File: src/rtl/frame_trigger_pkg.sv
// constants shared by both ends of the frame sync trigger link
package frame_trigger_pkg;
  // ===========================================
  // clock
  localparam int CLK_PERIOD_NS = 10;
  // ===========================================
  // device timing
  localparam int TRIGGER_LATENCY_NS = 160;
  localparam int TRIGGER_LATENCY_CYC =
    (TRIGGER_LATENCY_NS / CLK_PERIOD_NS) < 1 ? 1 : (TRIGGER_LATENCY_NS / CLK_PERIOD_NS);
  localparam int SYNC_STAGES = 2;
  // ===========================================
  // host pulse limits
  localparam int PULSE_MIN_NS = 25;
  localparam int PULSE_MAX_NS = 4000;
  localparam int PULSE_MIN_CYC = (PULSE_MIN_NS + CLK_PERIOD_NS - 1) / CLK_PERIOD_NS;
  localparam int PULSE_MAX_CYC = (PULSE_MAX_NS - 1) / CLK_PERIOD_NS;
  // ===========================================
  // widths and defaults
  localparam int DELAY_W = 16;
  localparam int COUNT_W = 16;
  localparam int CHIRP_W = 8;
  localparam int BURST_W = 8;
  localparam int CHIRP_LEN_DEF = 16;
  localparam int CHIRPS_DEF = 4;
  localparam int BURSTS_DEF = 2;
endpackage

File: src/rtl/frame_sync_if.sv
// link between host sync source and device frame trigger
`timescale 1ns/100ps
`default_nettype none
interface frame_sync_if;
  logic frame_sync;
  modport host_mp (output frame_sync);
  modport dev_mp  (input  frame_sync);
endinterface
`default_nettype wire

File: src/rtl/frame_trigger_dev.sv
// device end: synchronised sync edge starts a frame from the timing engine when armed and idle
`timescale 1ns/100ps
`default_nettype none
module frame_trigger_dev #(
  parameter int DELAY_W = frame_trigger_pkg::DELAY_W,
  parameter int COUNT_W = frame_trigger_pkg::COUNT_W,
  parameter int CHIRP_W = frame_trigger_pkg::CHIRP_W,
  parameter int BURST_W = frame_trigger_pkg::BURST_W
) (
  // clock and reset
  input  wire logic               core_clk_in,
  input  wire logic               rst_in,
  // link
  frame_sync_if.dev_mp            link,
  // software control
  input  wire logic               arm_in,
  input  wire logic               disarm_in,
  input  wire logic [DELAY_W-1:0] user_delay_in,
  input  wire logic [COUNT_W-1:0] chirp_len_in,
  input  wire logic [CHIRP_W-1:0] chirps_per_burst_in,
  input  wire logic [BURST_W-1:0] bursts_per_frame_in,
  // status
  output logic                    armed_out,
  output logic                    frame_active_out,
  output logic                    frame_start_out,
  output logic                    chirp_start_out,
  output logic                    burst_start_out,
  output logic                    frame_done_out
);
  typedef enum logic [1:0] {ST_IDLE, ST_WAIT, ST_CHIRP} trig_state_e;

  // ===========================================
  // input synchroniser
  logic [frame_trigger_pkg::SYNC_STAGES-1:0] sync_ff;
  logic                                      sync_prev;
  always_ff @(posedge core_clk_in) begin
    if (rst_in) begin
      sync_ff   <= '0;
      sync_prev <= 1'b0;
    end else begin
      sync_ff   <= {sync_ff[0], link.frame_sync};
      sync_prev <= sync_ff[1];
    end
  end
  wire logic rise = sync_ff[1] & ~sync_prev;

  // ===========================================
  // trigger and timing engine
  localparam int LAT = frame_trigger_pkg::TRIGGER_LATENCY_CYC - frame_trigger_pkg::SYNC_STAGES;
  localparam int WAIT_W = DELAY_W + 2;

  trig_state_e          state, next_state;
  logic                 armed, next_armed;
  logic [WAIT_W-1:0]    wait_cnt, next_wait_cnt;
  logic [COUNT_W-1:0]   len_cnt, next_len_cnt;
  logic [CHIRP_W-1:0]   chirp_cnt, next_chirp_cnt;
  logic [BURST_W-1:0]   burst_cnt, next_burst_cnt;
  logic                 next_fs, next_cs, next_bs, next_fd;

  always_comb begin
    next_state     = state;
    next_armed     = armed;
    next_wait_cnt  = wait_cnt;
    next_len_cnt   = len_cnt;
    next_chirp_cnt = chirp_cnt;
    next_burst_cnt = burst_cnt;
    next_fs        = 1'b0;
    next_cs        = 1'b0;
    next_bs        = 1'b0;
    next_fd        = 1'b0;
    if (arm_in) begin
      next_armed = 1'b1;
    end else if (disarm_in) begin
      next_armed = 1'b0;
    end
    unique case (state)
      ST_IDLE: begin
        if (rise && armed) begin
          next_wait_cnt = WAIT_W'(LAT - 1) + WAIT_W'(user_delay_in);
          next_state    = ST_WAIT;
        end
      end
      ST_WAIT: begin
        if (wait_cnt == '0) begin
          next_state     = ST_CHIRP;
          next_fs        = 1'b1;
          next_cs        = 1'b1;
          next_bs        = 1'b1;
          next_len_cnt   = '0;
          next_chirp_cnt = '0;
          next_burst_cnt = '0;
        end else begin
          next_wait_cnt = wait_cnt - 1'b1;
        end
      end
      ST_CHIRP: begin
        if (len_cnt + 1'b1 < chirp_len_in) begin
          next_len_cnt = len_cnt + 1'b1;
        end else begin
          next_len_cnt = '0;
          if (chirp_cnt + 1'b1 < chirps_per_burst_in) begin
            next_chirp_cnt = chirp_cnt + 1'b1;
            next_cs        = 1'b1;
          end else begin
            next_chirp_cnt = '0;
            if (burst_cnt + 1'b1 < bursts_per_frame_in) begin
              next_burst_cnt = burst_cnt + 1'b1;
              next_cs        = 1'b1;
              next_bs        = 1'b1;
            end else begin
              next_fd    = 1'b1;
              next_state = ST_IDLE;
            end
          end
        end
      end
    endcase
  end

  always_ff @(posedge core_clk_in) begin
    if (rst_in) begin
      state           <= ST_IDLE;
      armed           <= 1'b0;
      wait_cnt        <= '0;
      len_cnt         <= '0;
      chirp_cnt       <= '0;
      burst_cnt       <= '0;
      frame_start_out <= 1'b0;
      chirp_start_out <= 1'b0;
      burst_start_out <= 1'b0;
      frame_done_out  <= 1'b0;
    end else begin
      state           <= next_state;
      armed           <= next_armed;
      wait_cnt        <= next_wait_cnt;
      len_cnt         <= next_len_cnt;
      chirp_cnt       <= next_chirp_cnt;
      burst_cnt       <= next_burst_cnt;
      frame_start_out <= next_fs;
      chirp_start_out <= next_cs;
      burst_start_out <= next_bs;
      frame_done_out  <= next_fd;
    end
  end

  assign armed_out        = armed;
  assign frame_active_out = (state != ST_IDLE);
endmodule
`default_nettype wire

File: src/flat_wrapper.sv
// flat-port wrapper written by rule: the top's interface ports become plain ports
module frame_trigger_dev_flat 
#(
  parameter int DELAY_W = frame_trigger_pkg::DELAY_W,
  parameter int COUNT_W = frame_trigger_pkg::COUNT_W,
  parameter int CHIRP_W = frame_trigger_pkg::CHIRP_W,
  parameter int BURST_W = frame_trigger_pkg::BURST_W
)
  (core_clk_in, rst_in, arm_in, disarm_in, user_delay_in, chirp_len_in, chirps_per_burst_in, bursts_per_frame_in, armed_out, frame_active_out, frame_start_out, chirp_start_out, burst_start_out, frame_done_out, link_frame_sync);
  frame_sync_if link_i ();
  input  wire logic core_clk_in;
  input  wire logic rst_in;
  input  wire logic arm_in;
  input  wire logic disarm_in;
  input  wire logic [DELAY_W-1:0] user_delay_in;
  input  wire logic [COUNT_W-1:0] chirp_len_in;
  input  wire logic [CHIRP_W-1:0] chirps_per_burst_in;
  input  wire logic [BURST_W-1:0] bursts_per_frame_in;
  output logic armed_out;
  output logic frame_active_out;
  output logic frame_start_out;
  output logic chirp_start_out;
  output logic burst_start_out;
  output logic frame_done_out;
  input wire logic [$bits(link_i.frame_sync)-1:0] link_frame_sync;
  assign link_i.frame_sync = link_frame_sync;
  frame_trigger_dev #(.DELAY_W(DELAY_W), .COUNT_W(COUNT_W), .CHIRP_W(CHIRP_W), .BURST_W(BURST_W)) u_core (.core_clk_in(core_clk_in), .rst_in(rst_in), .link(link_i), .arm_in(arm_in), .disarm_in(disarm_in), .user_delay_in(user_delay_in), .chirp_len_in(chirp_len_in), .chirps_per_burst_in(chirps_per_burst_in), .bursts_per_frame_in(bursts_per_frame_in), .armed_out(armed_out), .frame_active_out(frame_active_out), .frame_start_out(frame_start_out), .chirp_start_out(chirp_start_out), .burst_start_out(burst_start_out), .frame_done_out(frame_done_out));
endmodule
File: config.mk
export PLATFORM = sky130hd
export DESIGN_NAME = frame_trigger_dev_flat
export DESIGN_NICKNAME = d
export VERILOG_FILES = /design/src/rtl/frame_trigger_pkg.sv /design/src/rtl/frame_sync_if.sv /design/src/rtl/frame_trigger_dev.sv /design/src/flat_wrapper.sv
export SDC_FILE = /design/constraint.sdc
export NUM_CORES = 1
export LEC_CHECK = 0
export ABC_AREA = 1
export BUFFER_PORTS_ARGS = -buffer_cell sky130_fd_sc_hd__buf_2
export CAP_MARGIN = 20
export CORE_MARGIN = 4
export CORE_UTILIZATION = 40
export DETAILED_ROUTE_END_ITERATION = 12
export PLACE_DENSITY_LB_ADDON = 0.25
export SLEW_MARGIN = 10
export SYNTH_ARGS = -nofsm -noshare
export SYNTH_HDL_FRONTEND = slang
export SYNTH_SLANG_ARGS = --single-unit
File: constraint.sdc
create_clock -name core_clk_in -period 7.85 [get_ports core_clk_in]
set_clock_uncertainty 0.1 [all_clocks]
set_input_delay 1.57 -clock core_clk_in [delete_from_list [all_inputs] [get_ports core_clk_in]]
set_output_delay 1.57 -clock core_clk_in [all_outputs]
set_load 0.005 [all_outputs]
==> run summary <==
The maximum achievable frequency is 289.3 MHz. The die span in y came out at 115.7 µm. The count of final hold-check violations came out at 0. The count of TritonRoute iterations in the first routing pass is 4. The flow ran to the end, and the final reports show no timing, DRC or antenna violations. The initial antenna violation count is 0. The number of nets in the finished design came out at 888. The gate count of the mapped netlist is 745.

Setup violations remaining at the end of the flow were counted as 0. Across the run, the number of max-cap violations was 0. The part of the cycle the worst path needs is 44.04%.

The number of H-tree levels is 3. The routed design could run at a clock period as short as 3.457 ns. The floorplan step set the die width to 115.7 µm. The peak per-stage delay on the critical path came out at 0.44 ns. Clock latency on the worst-skew pair, taken at its later pin, is 0.33 ns. The cts-stage hold buffer count came out at 0.

In this run, CTS created clock tree buffers numbering 9. The total die area is 13400 µm². The total track usage came out at 16.34%. The count of boundary I/O pins came out at 59. The most used flip-flop cell after synthesis is dfxtp_1. The actual transition at the worst max-transition pin is 0.7464 ns. Port buffering added 58 buffers.

The slowest stage of the critical path is the nand3_2 cell. The total routed wirelength is 10.66 mm. The share of cells above drive strength 1 came out at 11.49%. The pin count of the biggest net entering global routing came out at 39.

The number of global-route vias before repair came out at 3947. The final setup TNS is 0 ns. The final routed DRC violation total came out at 0. The global-route wire length before repair is 17.97 mm. From synthesis to final layout, the design area changed by 15.55%. The worst slew margin relative to its limit came out at 50.24%. The mean area per synthesized cell is 6.232 µm². Broken down by cell family, the worst path's largest delay share belongs to simple AND/OR/NAND/NOR gates. Together, buffers and inverters on the worst path number 3.

The power per standard cell area is 291.2 nW/µm². The floorplan has 39 rows. The area share of the leading cell type in the synthesized netlist is 25.87%.

The count of nets left with antenna violations after detail routing is 0. The synthesized net count is 836. Counting distinct cell types in the post-synthesis netlist gives 38. STA classifies the critical path endpoint as a flip-flop. The vias after detailed routing came out at 4512. For this design, the sink count on the clock tree is 60. For the worst setup path, the data required time is 8.00 ns.

The critical path is of the flip-flop to flip-flop type. By instance count, the leading cell after synthesis is nand2_1. The number of setup buffers added after CTS is 0.

TritonCTS built the clock tree. The endpoint arrival time on the critical path is 3.61 ns. The clock transition at the register clock pins on the worst setup and hold paths after CTS came out at 0.05 ns.

For this block, the initial DRC count from the detailed router was 269. The area of the core region is 11370 µm². For this run the aggregate overflow at the end of global routing stands at 0. The final weighted congestion in routability-driven placement came out at 0.8174. The post-route non-filler standard cell count came out at 944.

The post-placement cell count is 929. The sort of element at the start of the critical path is a flip-flop. The number of synthesized register bits came out at 60.

The area of the mapped netlist came out at 4643 µm². Of the synthesized area, sequential elements account for 25.87%. The peak ir drop on the vdd network came out at 0.0001216 V. The signal on the critical path passes through ha_1, nand3_1, inv_1, nand3_1, nor2_1, nand2_1, o21ai_0, o21ai_0, inv_1, ha_1, nand2_1, inv_1, o21ai_1, a21oi_1, nor2_1, nand3_2, nand2_1, nand2_1, a21oi_1. The number of gates resized after CTS was 0. By count the netlist is led by nand2_1 (204), inv_1 (131), nor2_1 (76). The detail-routed via count per cell came out at 4.780. The synthesized design spends more area on one cell type than any other, namely dfxtp_1.

The largest buffer count on any clock path came out at 2. The count of inserted antenna diode cells is 0. The post-detailed-route wirelength per cell came out at 11.29 µm. The tree is rooted in a clkbuf_16.

The tightest min-delay check is of the flip-flop to flip-flop type. The number of warnings issued by yosys came out at 0. Summed over all nets, the half-perimeter wirelength after detailed placement is 7.996 mm. The number of synthesized flops with an enable pin is 0.

The count of final max-slew check failures came out at 0. Counting stages on the worst path, the most repeated cell is nand2_1. The async set or reset register ratio after synthesis came out at 0%. The smallest hold slack is 0.3097 ns. Yosys attributes the largest share of cell area to dfxtp_1 (26%), nand2_1 (16%), inv_1 (11%), ha_1 (10%), a21oi_1 (6.1%). The static leakage came out at 2.843 nW. Setup repair after global routing left no endpoint under its margin. The effective utilization at floorplan is 40.84%. Counting the fill cells in the layout gives 1242.

The peak fanout along the critical path came out at 20.
[cells by family (layout without fill, tap and decap cells)]
logic type,Yosys count,count (layout),synth area share (%)
DFF,60,60,25.87
xor gates and xnor gates,27,27,5.093
adders and majority gates,38,38,10.24
and+or+nand+nor,365,365,33.71
buffers and inverters,151,207,12.77
AOI/OAI and AO/OA,104,104,12.31
[placed cells by master (no fill, tap or decap), types with 3 or more instances in the layout]
cell type / count
nor2_2: 5
nand2_1: 204
nor2_1: 76
nand3_1: 27
nand3_2: 3
clkbuf_16: 9
o21ai_0: 33
ha_1: 38
nor3_1: 12
buf_2: 58
inv_1: 131
bufinv_16: 3
nand3b_1: 3
or2_2: 3
a21oi_1: 57
xor2_1: 26
o21a_1: 3
dfxtp_1: 60
nand4_1: 25
[state kept, by name (all words and copies together) (netlist names)]
| register | cells |
|---|---|
| u_core.armed_out | 1 |
| u_core.burst_cnt | 8 |
| u_core.burst_start_out | 1 |
| u_core.chirp_cnt | 8 |
| u_core.chirp_start_out | 1 |
| u_core.frame_done_out | 1 |
| u_core.frame_start_out | 1 |
| u_core.len_cnt | 16 |
| u_core.state | 2 |
| u_core.sync_ff | 2 |
| u_core.sync_prev | 1 |
| u_core.wait_cnt | 18 |
[where the power goes]
part           switching, W  internal (W)
combinational      0.000470      0.000234
sequential        0.0000466      0.000357
clock              0.000139      0.000315
[area by class of cell]
| cell class | count | area (µm²) | area share (%) |
|---|---|---|---|
| Inverter | 133 | 499.2 | 9.305 |
| Timing Repair Buffer | 59 | 297.8 | 5.550 |
| Clock inverter | 5 | 100.1 | 1.866 |
| Tap cell | 143 | 178.9 | 3.335 |
| Multi-Input combinational cell | 534 | 2849 | 53.10 |
| Sequential cell | 60 | 1201 | 22.39 |
| Clock buffer | 10 | 239.0 | 4.454 |
[per-layer routing]
layer,global-route usage [%],up-vias,share of wire [%]
li1,-,2457,-
met1,23.17,1982,51
met2,25.58,61,44
met3,2.715,12,3.1
met4,4.872,0,1.2
met5,0,-,0
[stage by stage]
stage	total power, W	cell area [µm²]	utilization, %	setup WS, ns
after floorplan	0.0009712	4643	-	4.632
after detailed placement	0.001110	5026	44.21	4.154
final	0.001563	5365	47.19	4.393
after global placement	0.001109	5026	44.21	4.184
after CTS	0.001573	5365	47.19	4.401
after global routing	0.001702	5365	47.19	3.935
[worst paths after layout]
check / slack (ns) / cells after the start / startpoint / to
max: 4.39 / 19 / u_core.len_cnt[0] / u_core.chirp_cnt[5]
min: 0.31 / 2 / u_core.sync_ff[0] / u_core.sync_ff[1]
max reg2reg: 4.39 / 19 / u_core.len_cnt[0] / u_core.chirp_cnt[5]
min reg2reg: 0.31 / 2 / u_core.sync_ff[0] / u_core.sync_ff[1]
[worst register-to-register path, delay by kind of cell (launching register included)]
kind	cells	cell delay, ns
buf+inv	3	0.21
fa+ha+maj	2	0.44
simple gates	9	1.70
compound gates	5	0.51
flops	1	0.41
Power figures use the tool's default switching activity.
